===== src/common/dma_prog_pkg.sv =====
// shared constants and types for the dma host programming port
package dma_prog_pkg;
  localparam int NUM_CH = 4;
  localparam int FIFO_DEPTH = 16;
  localparam int FIFO_WIDTH = 8;
  // port offsets with address bit 3 high
  localparam logic [3:0] PORT_STATUS_CMD = 4'h8;
  localparam logic [3:0] PORT_REQUEST = 4'h9;
  localparam logic [3:0] PORT_CMDRD_MASK1 = 4'hA;
  localparam logic [3:0] PORT_MODE = 4'hB;
  localparam logic [3:0] PORT_TOGGLE = 4'hC;
  localparam logic [3:0] PORT_TEMP_CLEAR = 4'hD;
  localparam logic [3:0] PORT_MODECNT_UNMASK = 4'hE;
  localparam logic [3:0] PORT_ALLMASK = 4'hF;
  // field positions
  localparam int CMD_DISABLE_BIT = 2;
  localparam int SEL_SETBIT = 2;
  localparam int MODE_DIR_LSB = 2;
  localparam int MODE_AUTOINIT_BIT = 4;
  localparam int MODE_DOWN_BIT = 5;
  // values after reset or master clear, and fill bits for reads
  localparam logic [7:0] CMD_RESET = 8'h00;
  localparam logic [3:0] MASK_RESET = 4'hF;
  localparam logic [3:0] REQ_RESET = 4'h0;
  localparam logic [7:0] STATUS_RESET = 8'h00;
  localparam logic [7:0] TEMP_RESET = 8'h00;
  localparam logic [3:0] READ_FILL = 4'hF;
  localparam logic [1:0] MODE_READ_LOW = 2'h3;
  // transfer directions held in the mode register, and the count value of the last transfer
  localparam logic [1:0] DIR_TO_MEM = 2'h1;
  localparam logic [1:0] DIR_FROM_MEM = 2'h2;
  localparam logic [15:0] COUNT_LAST = 16'h0000;

  // host access pins sampled in one cycle
  typedef struct packed {
    logic cs_n;
    logic rd_n;
    logic wr_n;
    logic [3:0] addr;
    logic [7:0] data;
  } host_access_t;

  // bus strobes driven during a transfer
  typedef struct packed {
    logic io_rd;
    logic io_wr;
    logic mem_rd;
    logic mem_wr;
  } xfer_strobes_t;
endpackage


===== src/hw/dma_host_program_port.sv =====
// dma host programming port, command decode, hold handshake and transfer fifo
// Contract
// (RULE1) host access only after grant low one edge
// (RULE2) host never programs while granting the bus
// (RULE3) command bit 2 disables the controller
// (RULE4) enabled unmasked request served mid-programming
// (RULE5) host masks or disables before reprogramming
// (RULE6) commands act on access, data ignored
// (RULE7) read decode of ports eight to fifteen
// (RULE8) write decode of ports eight to fifteen
// (RULE9) host clears byte toggle before word access
// (RULE10) set toggle selects high byte first
// (RULE11) master clear resets registers, masks all
// (RULE12) clear-mask command unmasks all four channels
// (RULE13) two-bit counter picks mode register read
// (RULE14) mode reads run channel zero to three
// (RULE15) mode readback low two bits are ones
// (RULE16) request raises hold, bus waits for grant
// (RULE17) io/mem strobe pairs per transfer direction
// (RULE18) low ports select channel address or count
// (RULE19) toggle picks low or high byte
// (RULE20) base copies loaded together, never read
// (RULE21) mode write data bits pick channel
// (RULE22) toggle flips after each word byte access
// (RULE23) hardware reset equals master clear
`timescale 1ns/1ns

module byte_fifo #(
  parameter int WIDTH = 8,
  parameter int DEPTH = 16
) (
  // clock and control
  input wire logic i_clk,
  input wire logic i_rst,
  input wire logic i_ce,
  input wire logic i_flush,
  // fill side
  input wire logic i_in_valid,
  output logic o_in_ready,
  input wire logic [WIDTH-1:0] i_in_data,
  // drain side
  output logic o_out_valid,
  input wire logic i_out_ready,
  output logic [WIDTH-1:0] o_out_data
);
  localparam int AW = $clog2(DEPTH);
  logic [WIDTH-1:0] mem_q [DEPTH];
  logic [AW:0] wr_q;
  logic [AW:0] rd_q;
  logic push;
  logic pop;

  // structure check
  if (DEPTH < 2 || (DEPTH & (DEPTH - 1)) != 0) begin : g_bad_depth
    $error("fifo depth must be a power of two, at least two");
  end

  // full and empty from pointer compare
  assign o_out_valid = (wr_q != rd_q);
  assign o_in_ready = (wr_q != {~rd_q[AW], rd_q[AW-1:0]});
  assign o_out_data = mem_q[rd_q[AW-1:0]];
  assign push = i_in_valid && o_in_ready;
  assign pop = i_out_ready && o_out_valid;

  // storage
  always_ff @(posedge i_clk) begin
    if (i_ce && push) begin
      mem_q[wr_q[AW-1:0]] <= i_in_data;
    end
  end

  // pointers
  always_ff @(posedge i_clk or posedge i_rst) begin
    if (i_rst) begin
      wr_q <= '0;
      rd_q <= '0;
    end else if (i_ce) begin
      if (i_flush) begin
        wr_q <= '0;
        rd_q <= '0;
      end else begin
        if (push) begin
          wr_q <= wr_q + 1'b1;
        end
        if (pop) begin
          rd_q <= rd_q + 1'b1;
        end
      end
    end
  end
endmodule

module dma_host_program_port #(
  parameter int NUM_CH = dma_prog_pkg::NUM_CH,
  parameter int FIFO_DEPTH = dma_prog_pkg::FIFO_DEPTH
) (
  // clock, reset, enable
  input wire logic i_clk,
  input wire logic i_rst,
  input wire logic i_ce,
  // host programming bus
  input wire logic i_cs_n,
  input wire logic i_io_read_strobe_n,
  input wire logic i_io_write_strobe_n,
  input wire logic [3:0] i_addr,
  input wire logic [7:0] i_data,
  output logic [7:0] o_data,
  output logic o_data_oe,
  // hold handshake
  output logic o_hold_request_out,
  input wire logic i_hold_grant,
  // peripheral requests
  input wire logic [3:0] i_channel_request_in,
  output logic [3:0] o_channel_ack,
  // system bus during transfers
  output logic [15:0] o_bus_addr,
  output logic o_bus_oe,
  output logic o_io_read_strobe,
  output logic o_io_write_strobe,
  output logic o_mem_read_strobe,
  output logic o_mem_write_strobe,
  input wire logic [7:0] i_bus_data,
  output logic o_capture_ready
);
  typedef enum logic [1:0] {ST_IDLE, ST_HOLD, ST_XFER} xfer_state_t;

  dma_prog_pkg::host_access_t acc;
  dma_prog_pkg::xfer_strobes_t strb_d;
  xfer_state_t state_q;
  logic grant_q;
  logic rd_prev_q;
  logic wr_prev_q;
  logic prog_ok;
  logic rd_go;
  logic wr_go;
  logic hi_port;
  logic clr;
  logic [7:0] cmd_q;
  logic [3:0] mask_q;
  logic [3:0] req_q;
  logic [3:0] tc_q;
  logic [3:0] pend_q;
  logic [7:0] temp_q;
  logic toggle_q;
  logic [1:0] mode_cnt_q;
  logic [5:0] mode_q [4];
  logic [15:0] base_addr_q [4];
  logic [15:0] cur_addr_q [4];
  logic [15:0] base_cnt_q [4];
  logic [15:0] cur_cnt_q [4];
  logic [1:0] ch_q;
  logic [1:0] lo_ch;
  logic [1:0] sel_ch;
  logic [3:0] want;
  logic word_acc;
  logic [15:0] word_rd;
  logic [7:0] rd_data;
  logic fifo_in_ready;
  logic fifo_out_valid;
  logic [7:0] fifo_out_data;
  logic temp_pop;
  logic xfer_done;
  logic last_cnt;
  logic [7:0] act_mode;

  // parameter checks
  if (NUM_CH != 4) begin : g_bad_ch
    $error("channel count must be four");
  end

  // host access decode
  assign acc = '{cs_n: i_cs_n, rd_n: i_io_read_strobe_n, wr_n: i_io_write_strobe_n, addr: i_addr, data: i_data};
  assign prog_ok = !i_hold_grant && !grant_q; // [RULE1] [RULE2]
  assign rd_go = prog_ok && !acc.cs_n && !acc.rd_n && rd_prev_q;
  assign wr_go = prog_ok && !acc.cs_n && !acc.wr_n && wr_prev_q;
  assign hi_port = acc.addr[3];
  assign sel_ch = acc.addr[2:1]; // [RULE18]
  assign word_acc = (rd_go || wr_go) && !hi_port;
  assign clr = wr_go && acc.addr == dma_prog_pkg::PORT_TEMP_CLEAR; // [RULE6] [RULE8]
  assign temp_pop = rd_go && acc.addr == dma_prog_pkg::PORT_TEMP_CLEAR && fifo_out_valid;

  // grant history and strobe edges
  always_ff @(posedge i_clk or posedge i_rst) begin
    if (i_rst) begin
      grant_q <= 1'b0;
      rd_prev_q <= 1'b1;
      wr_prev_q <= 1'b1;
    end else if (i_ce) begin
      grant_q <= i_hold_grant;
      rd_prev_q <= acc.rd_n | acc.cs_n;
      wr_prev_q <= acc.wr_n | acc.cs_n;
    end
  end

  // read data mux
  always_comb begin
    word_rd = acc.addr[0] ? cur_cnt_q[sel_ch] : cur_addr_q[sel_ch]; // [RULE20]
    rd_data = toggle_q ? word_rd[15:8] : word_rd[7:0]; // [RULE19]
    if (hi_port) begin
      case (acc.addr) // [RULE7]
        dma_prog_pkg::PORT_STATUS_CMD: rd_data = {pend_q, tc_q};
        dma_prog_pkg::PORT_REQUEST: rd_data = {dma_prog_pkg::READ_FILL, req_q};
        dma_prog_pkg::PORT_CMDRD_MASK1: rd_data = cmd_q;
        dma_prog_pkg::PORT_MODE: rd_data = {mode_q[mode_cnt_q], dma_prog_pkg::MODE_READ_LOW}; // [RULE13] [RULE15]
        dma_prog_pkg::PORT_TEMP_CLEAR: rd_data = fifo_out_valid ? fifo_out_data : temp_q;
        dma_prog_pkg::PORT_ALLMASK: rd_data = {dma_prog_pkg::READ_FILL, mask_q};
        default: rd_data = 8'h00;
      endcase
    end
  end

  // read data register and drive enable
  always_ff @(posedge i_clk or posedge i_rst) begin
    if (i_rst) begin
      o_data <= 8'h00;
      o_data_oe <= 1'b0;
    end else if (i_ce) begin
      if (rd_go) begin
        o_data <= rd_data;
      end
      o_data_oe <= prog_ok && !acc.cs_n && !acc.rd_n;
    end
  end

  // command register
  always_ff @(posedge i_clk or posedge i_rst) begin
    if (i_rst) begin
      cmd_q <= dma_prog_pkg::CMD_RESET; // [RULE23]
    end else if (i_ce) begin
      if (clr) begin
        cmd_q <= dma_prog_pkg::CMD_RESET; // [RULE11]
      end else if (wr_go && acc.addr == dma_prog_pkg::PORT_STATUS_CMD) begin
        cmd_q <= acc.data;
      end
    end
  end

  // mask bits, hardware sets on terminal count win over software clear
  always_ff @(posedge i_clk or posedge i_rst) begin
    if (i_rst) begin
      mask_q <= dma_prog_pkg::MASK_RESET;
    end else if (i_ce) begin
      if (clr) begin
        mask_q <= dma_prog_pkg::MASK_RESET; // [RULE11]
      end else begin
        if (wr_go && acc.addr == dma_prog_pkg::PORT_CMDRD_MASK1) begin
          mask_q[acc.data[1:0]] <= acc.data[dma_prog_pkg::SEL_SETBIT];
        end
        if (wr_go && acc.addr == dma_prog_pkg::PORT_MODECNT_UNMASK) begin
          mask_q <= 4'h0; // [RULE12]
        end
        if (wr_go && acc.addr == dma_prog_pkg::PORT_ALLMASK) begin
          mask_q <= acc.data[3:0];
        end
        if (xfer_done && last_cnt && !act_mode[dma_prog_pkg::MODE_AUTOINIT_BIT]) begin
          mask_q[ch_q] <= 1'b1;
        end
      end
    end
  end

  // software requests, cleared when their channel reaches terminal count
  always_ff @(posedge i_clk or posedge i_rst) begin
    if (i_rst) begin
      req_q <= dma_prog_pkg::REQ_RESET;
    end else if (i_ce) begin
      if (clr) begin
        req_q <= dma_prog_pkg::REQ_RESET;
      end else begin
        if (xfer_done && last_cnt) begin
          req_q[ch_q] <= 1'b0;
        end
        if (wr_go && acc.addr == dma_prog_pkg::PORT_REQUEST) begin
          req_q[acc.data[1:0]] <= acc.data[dma_prog_pkg::SEL_SETBIT];
        end
      end
    end
  end

  // status: terminal count flags clear on read, a new count wins
  always_ff @(posedge i_clk or posedge i_rst) begin
    if (i_rst) begin
      {pend_q, tc_q} <= dma_prog_pkg::STATUS_RESET;
    end else if (i_ce) begin
      if (clr) begin
        {pend_q, tc_q} <= dma_prog_pkg::STATUS_RESET;
      end else begin
        pend_q <= i_channel_request_in;
        if (rd_go && acc.addr == dma_prog_pkg::PORT_STATUS_CMD) begin
          tc_q <= 4'h0;
        end
        if (xfer_done && last_cnt) begin
          tc_q[ch_q] <= 1'b1;
        end
      end
    end
  end

  // byte toggle and mode readback counter
  always_ff @(posedge i_clk or posedge i_rst) begin
    if (i_rst) begin
      toggle_q <= 1'b0;
      mode_cnt_q <= 2'h0;
    end else if (i_ce) begin
      if (clr) begin
        toggle_q <= 1'b0;
        mode_cnt_q <= 2'h0;
      end else begin
        if (wr_go && acc.addr == dma_prog_pkg::PORT_TOGGLE) begin
          toggle_q <= 1'b0;
        end else if (rd_go && acc.addr == dma_prog_pkg::PORT_TOGGLE) begin
          toggle_q <= 1'b1; // [RULE10]
        end else if (word_acc) begin
          toggle_q <= !toggle_q; // [RULE22]
        end
        if (rd_go && acc.addr == dma_prog_pkg::PORT_MODECNT_UNMASK) begin
          mode_cnt_q <= 2'h0; // [RULE14]
        end else if (rd_go && acc.addr == dma_prog_pkg::PORT_MODE) begin
          mode_cnt_q <= mode_cnt_q + 2'h1; // [RULE13]
        end
      end
    end
  end

  // mode registers
  always_ff @(posedge i_clk) begin
    if (i_ce && wr_go && acc.addr == dma_prog_pkg::PORT_MODE) begin
      mode_q[acc.data[1:0]] <= acc.data[7:2]; // [RULE21]
    end
  end

  // channel address and count words, host load or transfer update
  always_ff @(posedge i_clk) begin
    if (i_ce) begin
      if (wr_go && !hi_port) begin
        if (acc.addr[0]) begin
          if (toggle_q) begin
            base_cnt_q[sel_ch][15:8] <= acc.data; // [RULE20]
            cur_cnt_q[sel_ch][15:8] <= acc.data;
          end else begin
            base_cnt_q[sel_ch][7:0] <= acc.data;
            cur_cnt_q[sel_ch][7:0] <= acc.data;
          end
        end else begin
          if (toggle_q) begin
            base_addr_q[sel_ch][15:8] <= acc.data; // [RULE18]
            cur_addr_q[sel_ch][15:8] <= acc.data;
          end else begin
            base_addr_q[sel_ch][7:0] <= acc.data;
            cur_addr_q[sel_ch][7:0] <= acc.data;
          end
        end
      end else if (xfer_done) begin
        if (last_cnt && act_mode[dma_prog_pkg::MODE_AUTOINIT_BIT]) begin
          cur_addr_q[ch_q] <= base_addr_q[ch_q];
          cur_cnt_q[ch_q] <= base_cnt_q[ch_q];
        end else begin
          cur_cnt_q[ch_q] <= cur_cnt_q[ch_q] - 16'h0001;
          if (act_mode[dma_prog_pkg::MODE_DOWN_BIT]) begin
            cur_addr_q[ch_q] <= cur_addr_q[ch_q] - 16'h0001;
          end else begin
            cur_addr_q[ch_q] <= cur_addr_q[ch_q] + 16'h0001;
          end
        end
      end
    end
  end

  // request arbitration, lowest channel first
  assign want = (i_channel_request_in & ~mask_q) | req_q; // [RULE4]
  always_comb begin
    lo_ch = 2'h0;
    for (int i = 3; i >= 0; i--) begin
      if (want[i]) begin
        lo_ch = 2'(i);
      end
    end
  end
  assign last_cnt = (cur_cnt_q[ch_q] == dma_prog_pkg::COUNT_LAST);
  assign xfer_done = (state_q == ST_XFER) && fifo_in_ready;
  // active mode rebuilt as the written byte, so field positions hold
  assign act_mode = {mode_q[ch_q], dma_prog_pkg::MODE_READ_LOW};

  // transfer sequencer
  always_ff @(posedge i_clk or posedge i_rst) begin
    if (i_rst) begin
      state_q <= ST_IDLE;
      ch_q <= 2'h0;
    end else if (i_ce) begin
      if (clr) begin
        state_q <= ST_IDLE; // [RULE11]
      end else begin
        case (state_q)
          ST_IDLE: begin
            if (!cmd_q[dma_prog_pkg::CMD_DISABLE_BIT] && want != 4'h0) begin // [RULE3]
              state_q <= ST_HOLD;
              ch_q <= lo_ch;
            end
          end
          ST_HOLD: begin
            if (i_hold_grant) begin
              state_q <= ST_XFER; // [RULE16]
            end
          end
          ST_XFER: begin
            if (fifo_in_ready) begin
              state_q <= ST_IDLE;
            end
          end
          default: state_q <= ST_IDLE;
        endcase
      end
    end
  end

  // strobe pairs per direction
  always_comb begin
    strb_d = '0;
    if (state_q == ST_XFER || (state_q == ST_HOLD && i_hold_grant)) begin
      case (act_mode[dma_prog_pkg::MODE_DIR_LSB +: 2]) // [RULE17]
        dma_prog_pkg::DIR_TO_MEM: begin
          strb_d.io_rd = 1'b1;
          strb_d.mem_wr = 1'b1;
        end
        dma_prog_pkg::DIR_FROM_MEM: begin
          strb_d.mem_rd = 1'b1;
          strb_d.io_wr = 1'b1;
        end
        default: strb_d = '0;
      endcase
    end
  end

  // bus outputs registered, driven only after grant
  always_ff @(posedge i_clk or posedge i_rst) begin
    if (i_rst) begin
      o_hold_request_out <= 1'b0;
      o_bus_oe <= 1'b0;
      o_bus_addr <= 16'h0000;
      o_channel_ack <= 4'h0;
      {o_io_read_strobe, o_io_write_strobe, o_mem_read_strobe, o_mem_write_strobe} <= 4'h0;
    end else if (i_ce) begin
      if (clr || (state_q == ST_XFER && fifo_in_ready)) begin
        o_hold_request_out <= 1'b0;
        o_bus_oe <= 1'b0;
        o_channel_ack <= 4'h0;
        {o_io_read_strobe, o_io_write_strobe, o_mem_read_strobe, o_mem_write_strobe} <= 4'h0;
      end else begin
        o_hold_request_out <= (state_q != ST_IDLE) ||
                              (!cmd_q[dma_prog_pkg::CMD_DISABLE_BIT] && want != 4'h0); // [RULE16]
        o_bus_oe <= i_hold_grant && state_q != ST_IDLE;
        o_bus_addr <= cur_addr_q[ch_q];
        o_channel_ack <= (i_hold_grant && state_q != ST_IDLE) ? (4'h1 << ch_q) : 4'h0;
        {o_io_read_strobe, o_io_write_strobe, o_mem_read_strobe, o_mem_write_strobe} <= strb_d;
      end
    end
  end

  // capture ready shown to the bus side
  always_ff @(posedge i_clk or posedge i_rst) begin
    if (i_rst) begin
      o_capture_ready <= 1'b1;
    end else if (i_ce) begin
      o_capture_ready <= fifo_in_ready;
    end
  end

  // last popped byte kept as temporary data
  always_ff @(posedge i_clk or posedge i_rst) begin
    if (i_rst) begin
      temp_q <= dma_prog_pkg::TEMP_RESET;
    end else if (i_ce) begin
      if (clr) begin
        temp_q <= dma_prog_pkg::TEMP_RESET; // [RULE11]
      end else if (temp_pop) begin
        temp_q <= fifo_out_data;
      end
    end
  end

  // moved bytes queue, drained by temporary-data reads
  byte_fifo #(
    .WIDTH(dma_prog_pkg::FIFO_WIDTH),
    .DEPTH(FIFO_DEPTH)
  ) u_moved (
    .i_clk(i_clk),
    .i_rst(i_rst),
    .i_ce(i_ce),
    .i_flush(clr),
    .i_in_valid(state_q == ST_XFER),
    .o_in_ready(fifo_in_ready),
    .i_in_data(i_bus_data),
    .o_out_valid(fifo_out_valid),
    .i_out_ready(temp_pop),
    .o_out_data(fifo_out_data)
  );
endmodule


===== config.mk =====
export PLATFORM = sky130hd
export DESIGN_NAME = dma_host_program_port
export DESIGN_NICKNAME = d
export VERILOG_FILES = /design/src/common/dma_prog_pkg.sv /design/src/hw/dma_host_program_port.sv
export SDC_FILE = /design/constraint.sdc
export NUM_CORES = 1
export LEC_CHECK = 0
export BUFFER_PORTS_ARGS = -buffer_cell sky130_fd_sc_hd__buf_2
export CAP_MARGIN = 20
export CELL_PAD_IN_SITES_DETAIL_PLACEMENT = 1
export CELL_PAD_IN_SITES_GLOBAL_PLACEMENT = 1
export CORE_UTILIZATION = 58
export CTS_CLUSTER_DIAMETER = 60
export DETAILED_ROUTE_END_ITERATION = 10
export PLACE_DENSITY_LB_ADDON = 0.12
export SYNTH_ARGS = -nofsm -noshare
export SYNTH_HDL_FRONTEND = slang
export SYNTH_SLANG_ARGS = --single-unit

===== constraint.sdc =====
create_clock -name i_clk -period 10.2 [get_ports i_clk]
set_input_delay 0.51 -clock i_clk [delete_from_list [all_inputs] [get_ports i_clk]]
set_output_delay 0.51 -clock i_clk [all_outputs]
set_load 0.05 [all_outputs]

==> results of run 1 <==
-- sequential cells by signal, summed over array words and instances, names as in the netlist, 2 cells and up --
register       count
req_q              4
cur_addr_q        64
o_channel_ack      4
u_moved.rd_q       5
cur_cnt_q         64
mode_cnt_q         2
o_bus_addr        16
o_data             8
base_cnt_q        64
mask_q             4
mode_q            24
cmd_q              8
state_q            2
ch_q               2
pend_q             4
tc_q               4
u_moved.mem_q    128
base_addr_q       64
temp_q             8
u_moved.wr_q       5
-- through the flow --
step / util / setup WS, ns
6_report: 0.658 / 5.01
5_1_grt: 0.658 / 4.82
4_1_cts: 0.658 / 5.12
3_5_place_dp: 0.610 / 5.19
3_3_place_gp: 0.610 / 5.14
2_1_floorplan: - / 6.95
-- synthesized netlist by cell type (7+ instances only) --
cell,n
and3_1,9
mux2_2,24
inv_1,35
dfstp_2,7
buf_2,10
nor3_1,24
a21oi_1,32
edfxtp_1,408
o22ai_1,12
or3_1,7
o21ai_0,45
nor2b_1,7
mux2i_1,23
a31oi_1,7
a22o_1,10
mux4_1,8
dfrtp_1,79
xor2_1,22
nand2b_1,19
ha_1,9
xnor2_1,15
nand2_1,79
nand3_1,22
o21ai_1,21
buf_1,11
o22a_1,7
nor2_1,93
clkbuf_1,50
mux4_2,145
-- cell type report --
class                   count  area (sq um)  area share
well taps                 511           639      0.0257
clock buffers              65          1410      0.0568
clock inverters            29           383      0.0154
inverters                  35           134     0.00539
flip-flops and latches    494         14400       0.580
repair buffers             88           505      0.0203
multi-input cells         762          7370       0.296
-- cells in the final DEF, fill, tap and decap left out, types with 24 or more instances in the layout --
master	n
a21oi_1	32
buf_2	66
clkbuf_16	53
dfrtp_1	76
edfxtp_1	408
inv_1	34
mux2_2	24
mux4_2	145
nand2_1	79
nor2_1	93
o21ai_0	44
-- final timing paths --
check | endpoint | cells after the start
max | cur_addr_q[1][1]$_DFFE_PP_ | 8
min | pend_q[0]$_DFFE_PP0P_ | 3
max reg2reg | cur_addr_q[1][1]$_DFFE_PP_ | 8
min reg2reg | o_bus_addr[0]$_DFFE_PP0P_ | 2
max in group asynchronous | ch_q[1]$_DFFE_PP0P_ | 4
min in group asynchronous | o_channel_ack[1]$_DFFE_PP0P_ | 3
-- worst reg2reg max path: cells and delay by family (launching register included) --
kind                   cells  cell delay (ns)
AO/OA/AOI/OAI              1             0.40
buffers and inverters      2             1.11
flip-flops                 1             0.92
multiplexers               2             0.91
AND/OR/NAND/NOR            3             1.60
-- power by group through the flow --
stage	logic (uW)	clock network [uW]	registers, uW
6_report	1080	2000	2390
5_1_grt	1130	2070	2400
4_1_cts	1060	2010	2380
3_5_place_dp	1050	0	2420
3_3_place_gp	1020	0	2410
2_1_floorplan	589	0	2540
-- cells by family after synthesis --
kind of cell | synth area share
XOR/XNOR | 0.0145
flip-flops | 0.645
multiplexers | 0.179
AO/OA/AOI/OAI | 0.0586
AND/OR/NAND/NOR | 0.0721
buffers and inverters | 0.0259
adder cells (fa/ha/maj) | 0.00504
-- layer usage --
| metal | GRT usage | vias to the layer above |
|---|---|---|
| met1 | 0.487 | 7200 |
| met5 | 0 | - |
| li1 | - | 5608 |
| met2 | 0.514 | 819 |
| met3 | 0.0640 | 148 |
| met4 | 0.120 | 2 |
-- repair_timing --
item                                   4_1_cts  5_1_grt
hold buffers                                 1        0
setup endpoints to repair                    0        0
endpoints found under the hold margin       37        0
==> flow_summary.json, run 1 <==
{
  "status": "finished, final reports clean",
  "core_area_sq_mm": 0.0378,
  "num_vias": 13800,
  "end_kind": "flop",
  "switchingPower_uw": 1650,
  "vdd_drop_max_mv": 0.200,
  "die_h_um": 198,
  "hold_path_class": "input pin to flop",
  "critPathArrivalTime_ns": 5.56,
  "via_per_inst": 6.94,
  "grt_pass1_vias": 14000,
  "ys_seq_area_frac": 0.645,
  "clkTransAtPathRegs_ns": 0.07,
  "rsz0062_at_grt": "no",
  "synth_nets": 1416,
  "area_growth_pct": 11.2,
  "worst_pin_slew_ns": 1.07,
  "total_leakage_power_uw": 0.00836,
  "dpl_cell_area_sq_mm": 0.0230,
  "maxCapViolCount": 0,
  "post_cts_buffers": 0,
  "syn_area_sq_mm": 0.0223,
  "path_max_fanout": 40,
  "path_cells": "buf_4 -> mux4_1 -> nor3_1 -> nand4bb_1 -> or3_1 -> buf_8 -> mux2i_1 -> o21ai_0",
  "synth_edf_count": 408,
  "gp_congestion": 0.897,
  "ant_nets": 0,
  "first_pass_iters": 6,
  "io_pins": 67,
  "crit_path_top_delay_cell": "dfrtp_4",
  "dp.cells": 1887,
  "grt_pass1_wl_um": 94000,
  "synth.area.top_cells": "edfxtp_1, mux4_2, dfrtp_1, nor2_1, nand2_1",
  "layout-drive-gt1-share": 0.252,
  "yosysTopAreaCell": "edfxtp_1",
  "cts-root-buf": "clkbuf_16",
  "synth_top_area_share": 0.548,
  "synth_flop_cell": "edfxtp_1",
  "post-route-min-period_ns": 5.19,
  "p_comb_frac": 0.198,
  "crit_required_ns": 10.57,
  "finalNonFillerCells": 1984,
  "routed_wl_um": 63400,
  "wl_per_cell_um": 32.0,
  "startpoint": "ch_q[0]$_DFFE_PP0P_",
  "fin_skew_ns": 0.0172,
  "dieArea_sq_mm": 0.0393,
  "start_util": 0.592,
  "startpoint_type": "flop",
  "setup_viol": 0,
  "yosys_warnings": 0,
  "max_freq_mhz": 193,
  "port_buffers": 66,
  "post_cts_resized": 0,
  "grt_usage": 0.336,
  "clkPwrFrac": 0.366,
  "period_share": 0.509,
  "async_reset_ff_frac": 0.174,
  "row_count": 71,
  "crit_family": "simple AND/OR/NAND/NOR gates",
  "power_uw": 5460,
  "r2r_start": "ch_q[0]$_DFFE_PP0P_",
  "synth_cell_type_count": 80,
  "cts_tree": "done",
  "powerDensity_mw_per_mm2": 220,
  "pwr-share-seq": 0.436,
  "ys_ff_latch": 494,
  "cts_max_path_buffers": 3,
  "internal_power_uw": 3810,
  "final.setup.tns_ns": 0,
  "drt_iter0_markers": 1534,
  "finalMaxSlewViolations": 0,
  "cts_sinks": 494,
  "wl_met1_um": 25500,
  "num_antenna_cells": 0,
  "design_area_sq_mm": 0.0249,
  "worst-r2r-setup-slack_ns": 5.01,
  "worst_slew_margin_rel": 0.285,
  "fin_nets": 1472,
  "wl_met3_um": 6150,
  "clk_latency_ns": 0.63,
  "drc": 0,
  "syn_inst": 1376,
  "hold_viol": 0,
  "die_width_um": 198,
  "routed.top_layer": "met5",
  "hold_slack_ns": 0.141,
  "n_fill_cell": 3285,
  "cts_inserted_buffers": 51,
  "grt_max_degree": 53,
  "worst-setup-path-type": "flop to flop",
  "htreeDepth": 2,
  "antenna_found_initial": 1,
  "hpwlAfterDp_um": 41100,
  "power_switching_share": 0.302,
  "avgSynthCellArea_sq_um": 16.2,
  "min_from": "i_channel_request_in[0]",
  "max_stage_delay_ns": 0.92,
  "globalRoute.totalOverflow": 0,
  "wl_met2_um": 29700,
  "cp_num_buf_inv": 2
}
(Power assumes the default switching activity.)
==> inputs of run 2 (changes only) <==
--- a/config.mk
+++ b/config.mk
@@ -9,7 +9,7 @@
 export CAP_MARGIN = 20
 export CELL_PAD_IN_SITES_DETAIL_PLACEMENT = 1
 export CELL_PAD_IN_SITES_GLOBAL_PLACEMENT = 1
-export CORE_UTILIZATION = 58
+export CORE_UTILIZATION = 48
 export CTS_CLUSTER_DIAMETER = 60
 export DETAILED_ROUTE_END_ITERATION = 10
 export PLACE_DENSITY_LB_ADDON = 0.12
==> constraint.sdc (replaced) <==
create_clock -name i_clk -period 4.5 [get_ports i_clk]
set_input_delay 0.225 -clock i_clk [delete_from_list [all_inputs] [get_ports i_clk]]
set_output_delay 0.225 -clock i_clk [all_outputs]
set_load 0.05 [all_outputs]
==> run 2 against run 1 <==
Global-route usage decreased by 6.7 points; worst hold slack got worse by 0.11 ns; register-to-register slack got worse by 4.4 ns; sequential cell count unchanged; wire length decreased by 2.2%; clock power increased by 120%; non-clock buffer count increased by 40; first-iteration DRC count decreased by 27%.
==> flow_summary.json, run 2 (same netlist as run 1, synthesis figures left out) <==
{
  "grt_max_degree": 58,
  "post-route-min-period_ns": 3.87,
  "post_cts_resized": 0,
  "powerDensity_mw_per_mm2": 486,
  "largest_register_ffs": 128,
  "drt_iter0_markers": 1124,
  "crit_required_ns": 5.04,
  "final.setup.tns_ns": 0,
  "setup_viol": 0,
  "start_util": 0.489,
  "worst-setup-path-type": "flop to flop",
  "period_share": 0.861,
  "path_common_cell": "inv_1",
  "path_max_fanout": 49,
  "cts_inserted_buffers": 53,
  "die_width_um": 218,
  "area_growth_pct": 13.3,
  "cts_max_path_buffers": 3,
  "layout-drive-gt1-share": 0.262,
  "rsz0062_at_grt": "no",
  "cts_tree": "done",
  "first_pass_iters": 5,
  "dieArea_sq_mm": 0.0474,
  "hold_slack_ns": 0.0338,
  "cp-endpoint": "mask_q[3]$_DFFE_PP1P_",
  "ant_nets": 0,
  "crit_family": "simple AND/OR/NAND/NOR gates",
  "startpoint": "ch_q[1]$_DFFE_PP0P_",
  "final_core_util": 0.555,
  "hold_viol": 0,
  "mostFrequentLayoutCells": "edfxtp_1, mux4_2, nor2_1",
  "fin_nets": 1514,
  "crit_path_top_delay_cell": "dfrtp_4",
  "gp_congestion": 0.885,
  "die_h_um": 218,
  "io_pins": 67,
  "path_cells": "mux4_2 -> inv_1 -> ha_1 -> inv_1 -> a2111oi_0 -> nor3b_2 -> nor3b_1 -> o32a_1",
  "dp_worst_setup_slack_ns": 0.744,
  "port_buffers": 66,
  "startpoint_type": "flop",
  "cts-root-buf": "clkbuf_16",
  "clk_latency_ns": 0.59,
  "power_uw": 12300,
  "worst_pin_slew_ns": 1.03,
  "vdd_drop_max_mv": 0.368,
  "cp_num_buf_inv": 2,
  "clkTransAtPathRegs_ns": 0.06,
  "end_kind": "flop",
  "r2r_start": "ch_q[1]$_DFFE_PP0P_",
  "maxCapViolCount": 0,
  "drc": 0,
  "routed_wl_um": 62100,
  "grt_pass1_wl_um": 91800,
  "globalRoute.totalOverflow": 0,
  "wl_per_cell_um": 29.3,
  "critPathArrivalTime_ns": 4.41,
  "setup_ws_ns": 0.626,
  "max_freq_mhz": 258,
  "total_leakage_power_uw": 0.00858,
  "grt_usage": 0.269,
  "worst_slew_margin_rel": 0.311,
  "core_area_sq_mm": 0.0457,
  "htreeDepth": 2,
  "status": "finished, final reports clean",
  "finalMaxSlewViolations": 0,
  "worstRegToRegCells": 8,
  "final_common_cell": "edfxtp_1",
  "row_count": 78,
  "antenna_found_initial": 0,
  "max_stage_delay_ns": 0.93,
  "cts_sinks": 494,
  "hpwlAfterDp_um": 42000,
  "grt_pass1_vias": 13700,
  "num_antenna_cells": 0,
  "via_per_inst": 6.32,
  "n_fill_cell": 4222,
  "num_vias": 13400,
  "cp.depth": 8,
  "worst-r2r-setup-slack_ns": 0.63,
  "hold_path_class": "input pin to flop",
  "fin_skew_ns": 0.0200,
  "r2r_end": "mask_q[3]$_DFFE_PP1P_"
}
## run 2: changes by cell type in the layout (fill, tap and decap cells not counted), moves of 3 or more
cell	previous run	this run
dlygate4sd3_1	1	13
nor3_2	1	4
nor3_1	23	20
clkinv_1	2	9
clkinvlp_4	4	1
buf_4	20	49
## run 2: final cells by class
type | instances | area [sq um] | area share
Tap cell | 600 | 751 | 0.0296
Sequential cell | 494 | 14400 | 0.569
Inverter | 35 | 134 | 0.00529
Clock inverter | 32 | 362 | 0.0143
Multi-Input combinational cell | 762 | 7380 | 0.291
Clock buffer | 66 | 1440 | 0.0568
Timing Repair Buffer | 128 | 843 | 0.0333
## run 2: worst min path at each step
stage | to | cells past startpoint | startpoint
global route | u_moved.mem_q[10][7]$_DFFE_PP_ | 1 | i_bus_data[7]
global placement | o_bus_addr[4]$_DFFE_PP0P_ | 2 | i_rst
CTS | u_moved.mem_q[11][7]$_DFFE_PP_ | 1 | i_bus_data[7]
floorplan | base_addr_q[0][0]$_DFFE_PP_ | 0 | i_data[0]
finish | u_moved.mem_q[8][7]$_DFFE_PP_ | 1 | i_bus_data[7]
detailed placement | o_bus_addr[3]$_DFFE_PP0P_ | 2 | i_rst
## run 2: power by group
group / switching, uW / internal (uW)
combinational: 1550 / 824
clock: 1800 / 2670
sequential: 254 / 5200
## run 2: timing repair
| action | CTS | global route |
|---|---|---|
| hold buffers | 13 | 0 |
| endpoints found under the hold margin | 64 | 0 |
| setup buffers | 0 | 0 |
## run 2: stage by stage
stage,std cells,instance area [sq um]
5_1_grt,2117,25300
4_1_cts,2117,25300
2_1_floorplan,1376,22300
3_5_place_dp,2006,23400
3_3_place_gp,2006,23400
6_report,2117,25300
## run 2: per-layer routing
metal	global-route usage	share of wire	up-vias	wire, um
met1	0.379	0.43	7078	26500
li1	-	-	5686	-
met4	0.0869	0.031	0	1930
met5	0	0	-	0
met2	0.436	0.48	514	30000
met3	0.0356	0.058	92	3610
